## config.mk

```make
export PLATFORM = sky130hd
export DESIGN_NAME = vorc_regs
export DESIGN_NICKNAME = d
export VERILOG_FILES = /design/src/hw/vorc_pkg.sv /design/src/hw/vorc_regs.sv
export SDC_FILE = /design/constraint.sdc
export NUM_CORES = 1
export LEC_CHECK = 0
export ABC_CLOCK_PERIOD_IN_PS = 13400
export BUFFER_PORTS_ARGS = -buffer_cell sky130_fd_sc_hd__buf_2
export CORE_UTILIZATION = 55
export CTS_CLUSTER_SIZE = 24
export DETAILED_ROUTE_END_ITERATION = 10
export PLACE_DENSITY_LB_ADDON = 0.08
export SYNTH_ARGS = -nofsm -noshare
export SYNTH_HDL_FRONTEND = slang
export SYNTH_SLANG_ARGS = --single-unit
```

## constraint.sdc

```tcl
create_clock -name mclk_in -period 13.4 [get_ports mclk_in]
set_input_delay 2.01 -clock mclk_in [delete_from_list [all_inputs] [get_ports mclk_in]]
set_output_delay 2.01 -clock mclk_in [all_outputs]
set_load 0.005 [all_outputs]
```

## src/hw/vorc_pkg.sv

```systemverilog
// Constants, register map and carrier types of the video output
// control register bank. Assumes a byte-wide register port fed by
// the chip's serial control engine.
//
// ****************************************************************
// Summary of operation
// ****************************************************************
// Summary of operation
// - Red/green drive when primary enable set
// - Blue drives when secondary enable set
// - Three-state bits float outputs or sync-on-green
// - Polarity bit sets power-down pin active level
// - Pin function selects sleep and float scope
// - Power-down bit floats syncs, clock, data
// - Auto sleep enters seek without syncs
// - Marker enable inserts active video codes
// - Force bit generates active video flag
// - Three-bit interlace offset in line syncs
// - Six-bit frame delay, reset 24 lines
// - Ten-bit line delay, reset 0x104
// - Active width 0x500, height 0x2D0
// - Read-only link presence and key bits
// - Read-only sync polarities
// - Guard pulse width limits nine and six
// - Guard mode bits and preset override
// - Guard window lines 13 to 21
// - Pulse count codes map 6,4,5,7
// - Matrix enable and range field
// - Thirteen-bit coefficient, reset 0x0C52
// - Chroma repeat/interpolate and filter bits
// - Output mode codes 00, 01, 10
package vorc_pkg;

  // ****************************************************************
  // Register offsets
  // ****************************************************************
  localparam logic [7:0] VORC_OUTPUT_ENABLE_CONTROL    = 8'h25;
  localparam logic [7:0] VORC_THREE_STATE_POWER_CONTROL = 8'h26;
  localparam logic [7:0] VORC_AUTO_SLEEP_MARKER_CONTROL = 8'h27;
  localparam logic [7:0] VORC_FRAME_DELAY_LINE_DELAY_HI = 8'h28;
  localparam logic [7:0] VORC_LINE_DELAY_LOW           = 8'h29;
  localparam logic [7:0] VORC_ACTIVE_WIDTH_HIGH        = 8'h2A;
  localparam logic [7:0] VORC_ACTIVE_WIDTH_LOW         = 8'h2B;
  localparam logic [7:0] VORC_ACTIVE_HEIGHT_HIGH       = 8'h2C;
  localparam logic [7:0] VORC_ACTIVE_HEIGHT_LOW        = 8'h2D;
  localparam logic [7:0] VORC_GAP                      = 8'h2E;
  localparam logic [7:0] VORC_LINK_STATUS              = 8'h2F;
  localparam logic [7:0] VORC_LINK_SYNC_POLARITY_STATUS = 8'h30;
  localparam logic [7:0] VORC_GUARD_PULSE_WIDTH_LIMITS = 8'h31;
  localparam logic [7:0] VORC_GUARD_MODE_START_LINE    = 8'h32;
  localparam logic [7:0] VORC_GUARD_OVERRIDE_END_LINE  = 8'h33;
  localparam logic [7:0] VORC_GUARD_LIMIT_CHROMA_MATRIX = 8'h34;
  localparam logic [7:0] VORC_MATRIX_RANGE_COEF_HIGH   = 8'h35;
  localparam logic [7:0] VORC_MATRIX_COEF_LOW          = 8'h36;

  localparam int VORC_NREG = 18;
  typedef logic [VORC_NREG-1:0][7:0] vorc_bank_t;

  // Reset values and writable bits, index 0 is offset 0x25
  localparam vorc_bank_t VORC_RST = {
    8'h52, 8'h2C, 8'h80, 8'h15, 8'h0D, 8'h96,
    8'h00, 8'h00, 8'h00, 8'hD0, 8'h02, 8'h00,
    8'h05, 8'h04, 8'h61, 8'h80, 8'h08, 8'h72};
  localparam vorc_bank_t VORC_WMASK = {
    8'hFF, 8'h7F, 8'hFE, 8'hFF, 8'hFF, 8'hFF,
    8'h00, 8'h00, 8'h00, 8'hFF, 8'h0F, 8'hFF,
    8'h0F, 8'hFF, 8'hFF, 8'hDF, 8'hCF, 8'hFF};

  // ****************************************************************
  // Field positions
  // ****************************************************************
  localparam int VORC_B_PRIM_EN   = 1;
  localparam int VORC_B_SEC_EN    = 0;
  localparam int VORC_F_OUT_MODE  = 2;
  localparam int VORC_B_ALL_TRI   = 7;
  localparam int VORC_B_SOG_TRI   = 6;
  localparam int VORC_B_PD_POL    = 3;
  localparam int VORC_F_PD_FUNC   = 1;
  localparam int VORC_B_PD        = 0;
  localparam int VORC_B_AUTO_SLP  = 7;
  localparam int VORC_B_MARKER    = 4;
  localparam int VORC_B_FORCE_AVF = 3;
  localparam int VORC_B_OVERSAMP  = 7;
  localparam int VORC_B_PAL       = 6;
  localparam int VORC_B_PROG      = 7;
  localparam int VORC_B_OVERRIDE  = 6;
  localparam int VORC_F_PCOUNT    = 6;
  localparam int VORC_B_UP_INTERP = 3;
  localparam int VORC_B_CHR_FIR   = 2;
  localparam int VORC_B_MAT_EN    = 1;
  localparam int VORC_F_MAT_RANGE = 5;

  // ****************************************************************
  // Encodings
  // ****************************************************************
  localparam logic [1:0] VORC_MODE_RGB444 = 2'h0;
  localparam logic [1:0] VORC_MODE_YC422  = 2'h1;
  localparam logic [1:0] VORC_MODE_DDR444 = 2'h2;
  localparam logic [2:0] VORC_PCOUNT_00   = 3'h6;
  localparam logic [2:0] VORC_PCOUNT_01   = 3'h4;
  localparam logic [2:0] VORC_PCOUNT_10   = 3'h5;
  localparam logic [2:0] VORC_PCOUNT_11   = 3'h7;

  // ****************************************************************
  // Carriers
  // ****************************************************************
  typedef struct packed {
    logic [1:0]  out_mode;
    logic        marker_en;
    logic        force_avf;
    logic [2:0]  interlace_ofs;
    logic [5:0]  frame_delay;
    logic [9:0]  line_delay;
    logic [11:0] act_width;
    logic [11:0] act_height;
    logic [3:0]  guard_pmax;
    logic [3:0]  guard_pmin;
    logic        guard_oversamp;
    logic        guard_pal;
    logic        guard_prog;
    logic        guard_override;
    logic [5:0]  guard_first;
    logic [5:0]  guard_last;
    logic [2:0]  guard_pcount;
    logic        up_interp;
    logic        chroma_fir;
    logic        matrix_en;
    logic [1:0]  matrix_range;
    logic [12:0] coef_red_red;
  } vorc_cfg_s;

  typedef struct packed {
    logic [6:0] link_bits;
    logic [1:0] sync_pol;
  } vorc_link_s;

  typedef struct packed {
    logic rg_oe;
    logic b_oe;
    logic sync_clk_oe;
    logic sog_oe;
    logic sleep;
    logic seek;
  } vorc_pads_s;

endpackage

```

## src/hw/vorc_regs.sv

```systemverilog
// Video output control register bank: register storage, status
// read-back, decoded settings and output float control.
// Assumes the serial control engine issues one-cycle read or write
// strobes with address and data, all synchronous to mclk_in.
`timescale 1ns/100ps
module vorc_regs (
  input  wire logic              mclk_in,
  input  wire logic              arst_n_in,
  input  wire logic [7:0]        reg_addr_in,
  input  wire logic              reg_wr_in,
  input  wire logic              reg_rd_in,
  input  wire logic [7:0]        reg_wdata_in,
  input  wire logic              pd_pin_in,
  input  wire logic              sync_present_in,
  input  wire vorc_pkg::vorc_link_s link_in,
  output logic [7:0]             reg_rdata_out,
  output logic                   reg_ack_out,
  output vorc_pkg::vorc_cfg_s    cfg_out,
  output vorc_pkg::vorc_pads_s   pads_out
);
  import vorc_pkg::*;

  // ****************************************************************
  // State
  // ****************************************************************
  typedef struct packed {
    vorc_bank_t bank;
    vorc_cfg_s  cfg;
    vorc_pads_s pads;
    logic [7:0] rdata;
    logic       ack;
  } vorc_state_s;

  function automatic vorc_cfg_s vorc_decode(input vorc_bank_t b);
    vorc_cfg_s c;
    logic [7:0] r0;
    logic [7:0] r2;
    logic [7:0] r3;
    logic [7:0] rc;
    logic [7:0] rd;
    logic [7:0] re;
    logic [7:0] rf;
    logic [7:0] rg;
    r0 = b[VORC_OUTPUT_ENABLE_CONTROL - VORC_OUTPUT_ENABLE_CONTROL];
    r2 = b[VORC_AUTO_SLEEP_MARKER_CONTROL - VORC_OUTPUT_ENABLE_CONTROL];
    r3 = b[VORC_FRAME_DELAY_LINE_DELAY_HI - VORC_OUTPUT_ENABLE_CONTROL];
    rc = b[VORC_GUARD_PULSE_WIDTH_LIMITS - VORC_OUTPUT_ENABLE_CONTROL];
    rd = b[VORC_GUARD_MODE_START_LINE - VORC_OUTPUT_ENABLE_CONTROL];
    re = b[VORC_GUARD_OVERRIDE_END_LINE - VORC_OUTPUT_ENABLE_CONTROL];
    rf = b[VORC_GUARD_LIMIT_CHROMA_MATRIX - VORC_OUTPUT_ENABLE_CONTROL];
    rg = b[VORC_MATRIX_RANGE_COEF_HIGH - VORC_OUTPUT_ENABLE_CONTROL];
    c.out_mode       = r0[VORC_F_OUT_MODE +: 2];
    c.marker_en      = r2[VORC_B_MARKER];
    c.force_avf      = r2[VORC_B_FORCE_AVF];
    c.interlace_ofs  = r2[2:0];
    c.frame_delay    = r3[7:2];
    c.line_delay     = {r3[1:0],
      b[VORC_LINE_DELAY_LOW - VORC_OUTPUT_ENABLE_CONTROL]};
    c.act_width      = {
      b[VORC_ACTIVE_WIDTH_HIGH - VORC_OUTPUT_ENABLE_CONTROL][3:0],
      b[VORC_ACTIVE_WIDTH_LOW - VORC_OUTPUT_ENABLE_CONTROL]};
    c.act_height     = {
      b[VORC_ACTIVE_HEIGHT_HIGH - VORC_OUTPUT_ENABLE_CONTROL][3:0],
      b[VORC_ACTIVE_HEIGHT_LOW - VORC_OUTPUT_ENABLE_CONTROL]};
    c.guard_pmax     = rc[7:4];
    c.guard_pmin     = rc[3:0];
    c.guard_oversamp = rd[VORC_B_OVERSAMP];
    c.guard_pal      = rd[VORC_B_PAL];
    c.guard_prog     = re[VORC_B_PROG];
    c.guard_override = re[VORC_B_OVERRIDE];
    c.guard_first    = rd[5:0];
    c.guard_last     = re[5:0];
    case (rf[VORC_F_PCOUNT +: 2])
      2'h0:    c.guard_pcount = VORC_PCOUNT_00;
      2'h1:    c.guard_pcount = VORC_PCOUNT_01;
      2'h2:    c.guard_pcount = VORC_PCOUNT_10;
      default: c.guard_pcount = VORC_PCOUNT_11;
    endcase
    c.up_interp      = rf[VORC_B_UP_INTERP];
    c.chroma_fir     = rf[VORC_B_CHR_FIR];
    c.matrix_en      = rf[VORC_B_MAT_EN];
    c.matrix_range   = rg[VORC_F_MAT_RANGE +: 2];
    c.coef_red_red   = {rg[4:0],
      b[VORC_MATRIX_COEF_LOW - VORC_OUTPUT_ENABLE_CONTROL]};
    return c;
  endfunction

  localparam vorc_state_s VORC_STATE_RST = '{
    bank:  VORC_RST,
    cfg:   vorc_decode(VORC_RST),
    pads:  '0,
    rdata: 8'h00,
    ack:   1'b0};

  logic        rst_meta_q;
  logic        rst_n_q;
  vorc_state_s s_q;
  vorc_state_s s_d;

  // ****************************************************************
  // Reset release
  // ****************************************************************
  always_ff @(posedge mclk_in or negedge arst_n_in) begin
    if (!arst_n_in) begin
      rst_meta_q <= 1'b0;
      rst_n_q    <= 1'b0;
    end else begin
      rst_meta_q <= 1'b1;
      rst_n_q    <= rst_meta_q;
    end
  end

  // ****************************************************************
  // Next state
  // ****************************************************************
  always_comb begin
    logic [7:0] idx;
    logic       hit;
    logic [7:0] st;
    logic [7:0] pc;
    logic       rgb;
    logic       pin_act;
    logic       off;
    idx = reg_addr_in - VORC_OUTPUT_ENABLE_CONTROL;
    hit = (reg_addr_in >= VORC_OUTPUT_ENABLE_CONTROL) &&
          (reg_addr_in <= VORC_MATRIX_COEF_LOW) &&
          (reg_addr_in != VORC_GAP);
    st      = 8'h00;
    pc      = 8'h00;
    rgb     = 1'b0;
    pin_act = 1'b0;
    off     = 1'b0;
    s_d = s_q;
    // Read-only bytes are rebuilt from live inputs, never stored
    if (reg_wr_in && hit) begin
      s_d.bank[idx[4:0]] = (s_q.bank[idx[4:0]] &
                            ~VORC_WMASK[idx[4:0]]) |
                           (reg_wdata_in & VORC_WMASK[idx[4:0]]);
    end
    s_d.ack   = (reg_wr_in || reg_rd_in) && hit;
    s_d.rdata = 8'h00;
    if (reg_rd_in && hit) begin
      if (reg_addr_in == VORC_LINK_STATUS) begin
        s_d.rdata = {1'b0, link_in.link_bits};
      end else if (reg_addr_in == VORC_LINK_SYNC_POLARITY_STATUS) begin
        s_d.rdata = {2'b00, link_in.sync_pol, 4'h0};
      end else begin
        s_d.rdata = s_q.bank[idx[4:0]];
      end
    end
    s_d.cfg = vorc_decode(s_d.bank);

    // Float control follows the bank as it stands after this edge
    st  = s_d.bank[VORC_THREE_STATE_POWER_CONTROL -
                   VORC_OUTPUT_ENABLE_CONTROL];
    pc  = s_d.bank[VORC_AUTO_SLEEP_MARKER_CONTROL -
                   VORC_OUTPUT_ENABLE_CONTROL];
    rgb = (s_d.cfg.out_mode != VORC_MODE_YC422) &&
          (s_d.cfg.out_mode != VORC_MODE_DDR444);
    pin_act = (pd_pin_in == st[VORC_B_PD_POL]);
    off = st[VORC_B_ALL_TRI] || st[VORC_B_PD] || pin_act;
    s_d.pads.rg_oe = !off && (rgb ||
      s_d.bank[0][VORC_B_PRIM_EN]);
    s_d.pads.b_oe = !off && (rgb ||
      s_d.bank[0][VORC_B_SEC_EN]);
    s_d.pads.sync_clk_oe = !off;
    s_d.pads.sog_oe = !st[VORC_B_SOG_TRI] &&
      !(pin_act && st[VORC_F_PD_FUNC]);
    s_d.pads.seek = pc[VORC_B_AUTO_SLP] && !sync_present_in;
    s_d.pads.sleep = st[VORC_B_PD] || s_d.pads.seek ||
      (pin_act && !st[VORC_F_PD_FUNC + 1]);
  end

  always_ff @(posedge mclk_in or negedge rst_n_q) begin
    if (!rst_n_q) begin
      s_q <= VORC_STATE_RST;
    end else begin
      s_q <= s_d;
    end
  end

  // ****************************************************************
  // Outputs
  // ****************************************************************
  assign reg_rdata_out = s_q.rdata;
  assign reg_ack_out   = s_q.ack;
  assign cfg_out       = s_q.cfg;
  assign pads_out      = s_q.pads;

endmodule

```

**Word level (Yosys, flattened, before mapping)**

Memories as Yosys holds them, arrays and structs flattened.
Cells that the tools add are included.
W data, S select, Z words.

- Shift-type cells: 0
- Div/mod/pow operators: 0
- $add $sub $neg: 1
- Magnitude comparators: 4
- Eq/ne operators: 8
- Bitwise logic cells: 4
- Multiply operators: 0
- Reductions and logical operators: 26
- Muxes and demuxes: 11

Operators by type and width:

| kind | number |
|---|---|
| $bwmux W144 | 1 |
| $mux W144 | 1 |
| $mux W8 | 6 |
| $bmux W8 S5 | 1 |
| $demux W8 S5 | 1 |
| $and A8 B8 Y8 | 2 |
| $eq A8 B6 Y1 const B | 2 |
| $logic_and A1 B1 Y1 | 13 |
| $ge A8 B6 Y1 const B | 1 |
| $le A8 B6 Y1 const B | 1 |
| $ne A8 B6 Y1 const B | 1 |
| $not A8 Y8 | 1 |
| $or A8 B8 Y8 | 1 |
| $logic_or A1 B1 Y1 | 7 |
| $lt A5 B6 Y1 const B | 1 |
| $pmux W2 S3 | 1 |
| $ge A5 B1 Y1 const B | 1 |
| $logic_not A1 Y1 | 5 |
| $sub A5 B3 Y5 const B | 1 |
| $eq A2 B1 Y1 const B | 1 |
| $eq A2 B2 Y1 const B | 1 |
| $logic_not A2 Y1 | 1 |
| $ne A2 B1 Y1 const B | 1 |
| $ne A2 B2 Y1 const B | 1 |
| $eq A1 B1 Y1 | 1 |

- Memories kept: 1
- Input bits: 31
- Logic and storage cells: 112
- ROM bits: 256
- Bits in latches: 0
- Bits in writable memories: 0
- Output and inout bits: 107
- Register bits after elaboration: 253

Memories:

| name | words | bits a word | read ports | clocked after memory_dff | wr ports | RTL line | RTL |
|---|---|---|---|---|---|---|---|
| (no name shown) | 32 | 8 | 1 | 0 | 0 | vorc_regs.sv:138 | `(reg_wdata_in & VORC_WMASK[idx[4:0]]);` |

**Depth between registers and ports, before layout**

Gate-level depths: netlist of the first run.

- Word-level depth: 12
- Gate-level depth with buffers: 16
- Gate-level depth less buffers: 11

**Worst setup path after synthesis of the first run**

OpenSTA, ideal clock, no wires.

- Path kind: in2reg
- From: input port reg_addr_in[0]
- To: register s_q (netlist bit cfg_out[18])
- Required time: 13,316 ps
- Arrival time: 5,460 ps
- Path slack: 7,856 ps
- Stages on the path: 14
- Cell sequence: buf_6 -> buf_4 -> buf_2 -> inv_1 -> ha_1 -> buf_2 -> clkbuf_1 -> mux4_2 -> a221o_1 -> o31a_4 -> clkbuf_1 -> mux2_2 -> ha_1 -> or2_2

RTL lines:

| what | RTL line | RTL |
|---|---|---|
| start, declared | vorc_regs.sv:9 | `input wire logic [7:0] reg_addr_in,` |
| end signal, assigned | vorc_regs.sv:176 | `s_q <= VORC_STATE_RST;` |
| end signal, assigned | vorc_regs.sv:178 | `s_q <= s_d;` |
| end, declared | vorc_regs.sv:97 | `vorc_state_s s_q;` |

==> results of run 1 <==
==> power by group through the flow <==
stage	sequential [uW]	combinational [uW]	clock, uW
6_report	528	130	468
3_5_place_dp	537	130	0
3_3_place_gp	536	126	0
4_1_cts	528	130	475
2_1_floorplan	537	96.7	0
5_1_grt	530	141	496
==> flip-flops by register name, summed over array words and instances (netlist names) <==
signal and count:
reg_rdata_out 8, rst_n_q 1, s_q 108, reg_ack_out 1, cfg_out 38, pads_out 6, rst_meta_q 1
==> area by class of cell <==
class	instances	share of cell area (%)
clock buffer	25	5.15
timing repair buffer	143	7.65
clock inverter	7	0.741
tap	216	2.81
inverter	11	0.429
multi-input combinational	397	40.3
sequential	163	42.9
antenna	1	0.0260
==> cells in the mapped netlist (all sizes together), types with 3 or more instances <==
master / number / area [um^2]
o31a: 4 / 43.8
and2: 3 / 18.8
a21boi: 4 / 30.0
xor2: 5 / 43.8
o22ai: 3 / 31.3
clkbuf: 12 / 45.0
nand2: 19 / 71.3
a211oi: 7 / 52.6
dfrtp: 129 / 3230
nand3: 15 / 80.1
buf: 128 / 930
a21o: 3 / 22.5
inv: 11 / 41.3
ha: 8 / 100
nor3: 6 / 30.0
dfstp: 34 / 893
a31oi: 6 / 37.5
a32o: 4 / 40.0
o21ai: 11 / 55.1
a211o: 3 / 26.3
nor2b: 3 / 18.8
mux2: 146 / 1640
mux2i: 13 / 130
xnor2: 4 / 35.0
o221ai: 3 / 26.3
nand2b: 5 / 31.3
a21oi: 14 / 70.1
nor4: 4 / 46.3
nor2: 35 / 144
mux4: 32 / 743
nand4: 3 / 18.8
or3: 3 / 23.8
==> cell families after synthesis <==
family                   share of synthesized area (%)
AND/OR/NAND/NOR                                   6.29
AO/OA/AOI/OAI                                     6.76
adder cells (fa/ha/maj)                           1.11
flip-flops                                        45.7
other                                           0.0416
XOR/XNOR                                         0.874
buffers and inverters                             11.3
multiplexers                                      27.9
==> layer usage <==
| metal | up-vias | global-route usage (%) |
|---|---|---|
| met5 | - | 0 |
| met4 | 0 | 11.6 |
| met3 | 38 | 5.25 |
| met2 | 230 | 44.6 |
| met1 | 3042 | 39.1 |
| li1 | 2532 | - |
==> worst max path at each step <==
stage                       end      startpoint  cells after the start
floorplan           cfg_out[18]  reg_addr_in[0]                     14
CTS                 cfg_out[18]  reg_addr_in[0]                     11
finish              cfg_out[18]  reg_addr_in[0]                     11
global placement    cfg_out[18]  reg_addr_in[0]                     11
detailed placement  cfg_out[18]  reg_addr_in[0]                     12
global route        cfg_out[18]  reg_addr_in[0]                     12
==> stage by stage <==
| step | total power, uW | instance area (um^2) | setup WS, ps | util (%) | hold WS, ps |
|---|---|---|---|---|---|
| final | 1130 | 9620 | 7390 | 60.4 | 197 |
| after global routing | 1170 | 9620 | 7020 | 60.3 | 219 |
| after CTS | 1130 | 9620 | 7420 | 60.3 | 204 |
| after detailed placement | 666 | 9050 | 6990 | 56.8 | 199 |
| after global placement | 662 | 9050 | 7050 | 56.8 | 196 |
| after floorplan | 634 | 9020 | 7860 | - | 331 |
==> worst max-delay path, stage by stage <==
cell and delay (ps):
buf_4 730, inv_1 280, ha_1 470, nor2b_1 210, o21ai_0 280, nand4_1 310, nor2_2 470, nand3_1 590
mux2_2 520, ha_1 190, or2_2 290
==> flow_summary.json, run 1 <==
{
  "yosysUniqueCellTypes": 67,
  "cts_tree": "done",
  "drtIter0Drc": 396,
  "path_clk_slew_ps": 60,
  "place.gp.congestion": 0.952,
  "power_switching_uw": 283,
  "hold_buffers": 0,
  "vias": 5842,
  "seq_area_frac_synth_pct": 45.7,
  "synth_area_um2": 9010,
  "r2r_slack_ps": 10830,
  "syn_inst": 710,
  "crit_path_max_fanout": 58,
  "cap_violations": 0,
  "insertion_delay_ps": 430,
  "ys_warn_count": 0,
  "setup-violations-final": 0,
  "start_kind": "primary input",
  "multi_input_area_um2": 3880,
  "cts_max_path_buffers": 2,
  "r2r_start": "cfg_out[76]",
  "cts.repair.resized": 0,
  "async_flop_share_pct": 100,
  "root_buffer": "clkbuf_16",
  "r2r-end": "cfg_out[18]",
  "tightest_slew_ps": 1160,
  "wl_met2_mm": 10.8,
  "dp_hpwl_mm": 16.0,
  "antenna_found_initial": 0,
  "wirelength_met1_mm": 10.1,
  "avgSynthCellArea_um2": 12.7,
  "htree_levels": 4,
  "placed_cells": 930,
  "ff2ff_path_depth": 6,
  "core_area_um2": 15900,
  "cts_made_buffers": 17,
  "cp.required_ps": 13760,
  "vias_per_cell": 6.07,
  "dr.pass1.iters": 5,
  "outcome": "finished clean",
  "swShare_pct": 25.2,
  "slew_violations": 0,
  "synth_edf_count": 0,
  "rows": 46,
  "clock.fmax_mhz": 166,
  "crit_arrival_ps": 6370,
  "io_pins": 138,
  "finalCritPeriodShare_pct": 44.9,
  "leakagePower_uw": 0.00479,
  "route.detailed.drc": 0,
  "rsz0062_at_grt": "no",
  "tns_ps": 0,
  "track_usage_pct": 28.4,
  "ff_latch_area_um2": 4130,
  "critical_path_class": "in2reg",
  "grt_pass1_vias": 5755,
  "finalHoldViolCount": 0,
  "die_h_um": 130,
  "final_cell_mix": "146 x mux2_2, 135 x buf_2, 128 x dfrtp_1",
  "start_util_pct": 56.5,
  "io_buffers": 136,
  "p_int_uw": 843,
  "ys_seq_elements": 163,
  "drive_gt1_share_pct": 52.5,
  "pwr_density_cell_nw_per_um2": 117,
  "layout.cells.non_filler": 963,
  "die_w_um": 130,
  "endpoint_kind": "register",
  "grt_start_max_net_pins": 76,
  "cts.sinks": 163,
  "fin_skew_ps": 10.3,
  "fillerInstances": 1327,
  "pwr-share-comb_pct": 11.5,
  "synth_ff_type": "dfrtp_1",
  "ant_nets": 0,
  "wl_mm": 22.7,
  "die_area_um2": 16900,
  "timing.slew.headroom_pct": 22.4,
  "overflow": 0,
  "min_period_ps": 6010,
  "nNetsFinal": 772,
  "top_layer": "met4",
  "clkPwrFrac_pct": 41.6,
  "layout_commonest_cell": "mux2_2",
  "power_frac_seq_pct": 46.9,
  "hold_class": "reg2async",
  "grt_pass1_wl_mm": 34.2,
  "postCtsSetupBuffers": 0,
  "wl_met3_mm": 1.17,
  "peakVddDrop_v": 0.0000897,
  "area_growth_pct": 6.75,
  "wl_per_cell_um": 23.6
}
No activity file was read; power rests on OpenSTA's default activity.
==> inputs of run 2 (changes only) <==
--- a/config.mk
+++ b/config.mk
@@ -5,9 +5,9 @@
 export SDC_FILE = /design/constraint.sdc
 export NUM_CORES = 1
 export LEC_CHECK = 0
-export ABC_CLOCK_PERIOD_IN_PS = 13400
+export ABC_CLOCK_PERIOD_IN_PS = 5500
 export BUFFER_PORTS_ARGS = -buffer_cell sky130_fd_sc_hd__buf_2
-export CORE_UTILIZATION = 55
+export CORE_UTILIZATION = 52
 export CTS_CLUSTER_SIZE = 24
 export DETAILED_ROUTE_END_ITERATION = 10
 export PLACE_DENSITY_LB_ADDON = 0.08
==> constraint.sdc (replaced) <==
create_clock -name mclk_in -period 5.5 [get_ports mclk_in]
set_input_delay 0.825 -clock mclk_in [delete_from_list [all_inputs] [get_ports mclk_in]]
set_output_delay 0.825 -clock mclk_in [all_outputs]
set_load 0.005 [all_outputs]
==> run 2 against run 1 <==
Compared with the run above:
- cell count is 0.93% higher
- count of clock-buffer cells in the layout is 2 lower
- total power grew to 2.5 times the previous value
- register-to-register slack worse by 7900 ps
- flip-flop and latch count unchanged
- combinational power grew 150%
- clock power rose to 2.6 times the previous value
- global-route usage decreased by 1.4 points
- die area is 5.7% higher
- first-iteration DRC count grew 5.3%
- sequential share of layout area fell by 0.45 points
- wire length grew 2.0%
- critical endpoint unchanged
==> flow_summary.json, run 2 (synthesized netlist as in run 1, its figures left out) <==
{
  "outcome": "finished clean",
  "io_pins": 138,
  "tightest_slew_ps": 1290,
  "swShare_pct": 24.6,
  "drtIter0Drc": 417,
  "cts.repair.resized": 0,
  "grt_pass1_wl_mm": 35.7,
  "hold_buffers": 0,
  "setup-violations-final": 0,
  "regMostFlops": "s_q",
  "finalHoldViolCount": 0,
  "peakVddDrop_v": 0.000225,
  "rsz0062_at_grt": "no",
  "dp_slack_ps": 1070,
  "hold_class": "in2async",
  "fin_skew_ps": 6.23,
  "cts.sinks": 163,
  "pwr_density_cell_nw_per_um2": 291,
  "placed_cells": 941,
  "wl_met2_mm": 11.3,
  "vias_per_cell": 6.00,
  "ff2ff_path_depth": 6,
  "root_buffer": "clkbuf_16",
  "antenna_found_initial": 0,
  "clock.fmax_mhz": 248,
  "wl_met3_mm": 1.15,
  "crit_arrival_ps": 4380,
  "slew_violations": 0,
  "cts_max_path_buffers": 2,
  "crit_path_max_fanout": 15,
  "place.gp.congestion": 0.868,
  "wl_mm": 23.2,
  "pwr-share-comb_pct": 11.3,
  "critical_path_class": "in2reg",
  "core_area_um2": 16800,
  "nNetsFinal": 779,
  "insertion_delay_ps": 420,
  "track_usage_pct": 27.0,
  "route.detailed.drc": 0,
  "rows": 47,
  "cap_violations": 0,
  "die_area_um2": 17900,
  "die_h_um": 134,
  "p_int_uw": 2130,
  "tns_ps": 0,
  "clkPwrFrac_pct": 43.2,
  "wl_per_cell_um": 23.8,
  "cts_tree": "done",
  "ant_nets": 0,
  "overflow": 0,
  "largest_reg_flops": 108,
  "top_layer": "met4",
  "postCtsSetupBuffers": 0,
  "io_buffers": 136,
  "finalWorstSetupSlack_ps": 1470,
  "start_kind": "primary input",
  "num_antenna_cells": 0,
  "path_clk_slew_ps": 60,
  "power_switching_uw": 698,
  "cp.required_ps": 5840,
  "power_frac_seq_pct": 45.6,
  "die_w_um": 134,
  "min_period_ps": 4030,
  "cts_made_buffers": 17,
  "layout.cells.non_filler": 972,
  "dp_hpwl_mm": 16.3,
  "vias": 5831,
  "grt_pass1_vias": 6009,
  "layout_commonest_cell": "mux2_2",
  "endpoint_kind": "register",
  "finalCritPeriodShare_pct": 73.3,
  "htree_levels": 4,
  "grt_start_max_net_pins": 66,
  "dr.pass1.iters": 7,
  "start_util_pct": 53.8,
  "leakagePower_uw": 0.00484,
  "area_growth_pct": 7.87,
  "wirelength_met1_mm": 10.1,
  "timing.slew.headroom_pct": 13.9,
  "drive_gt1_share_pct": 53.1,
  "final_cell_mix": "146 x mux2_2, 136 x buf_2, 128 x dfrtp_1"
}
-- run 2: cell count changes in the layout (fill, tap and decap cells not counted), sizes merged, moves of 2 or more --
cell / previous run / this run
buf: 143 / 150
bufinv: 1 / 3
clkbuf: 25 / 23
clkinv: 5 / 2
-- run 2: path summary, 6_finish.rpt --
check	startpoint	endpoint	slack (ps)
hold reg to reg	rst_meta_q	rst_n_q	350
max in group asynchronous	rst_n_q	s_q[122]	3750
setup reg to reg	s_q[221]	s_q[189]	2900
setup / recovery	reg_addr_in[0]	cfg_out[18]	1470
hold / removal	arst_n_in	rst_n_q	170
min in group mclk_in	rst_meta_q	rst_n_q	350
-- run 2: final cells by class --
type	instances	area (um^2)
Timing Repair Buffer	150	798
Inverter	11	41.3
Tap cell	220	275
Fill cell	1417	7040
Sequential cell	163	4130
Clock inverter	8	125
Clock buffer	23	478
Multi-Input combinational cell	397	3880
-- run 2: per-stage QoR --
stage,cell area (um^2),power (uW),utilization (%),hold WS (ps)
after floorplan,9020,1540,-,331
after global placement,9120,1620,54.4,336
after detailed placement,9120,1630,54.4,336
after CTS,9720,2850,58.0,159
after global routing,9720,2930,58.0,164
final,9720,2830,58.0,174
-- run 2: worst max-delay path, stage by stage --
cell     delay (ps)
buf_2           320
inv_1           180
ha_1            410
nor2b_1         200
o21ai_0         270
nand4_1         330
nor2_2          450
nand3_1         450
mux2_2          440
ha_1            180
or2_2           290
-- run 2: layer usage --
metal	vias up	global-route usage, %
li1	2543	-
met1	3021	36.4
met3	38	3.88
met2	229	44.0
met4	0	11.2
met5	-	0
-- run 2: power by group through the flow --
stage / combinational (uW) / clock [uW] / sequential (uW)
3_3_place_gp: 310 / 0 / 1310
5_1_grt: 343 / 1290 / 1300
6_report: 319 / 1220 / 1290
4_1_cts: 318 / 1240 / 1290
2_1_floorplan: 236 / 0 / 1310
3_5_place_dp: 316 / 0 / 1310
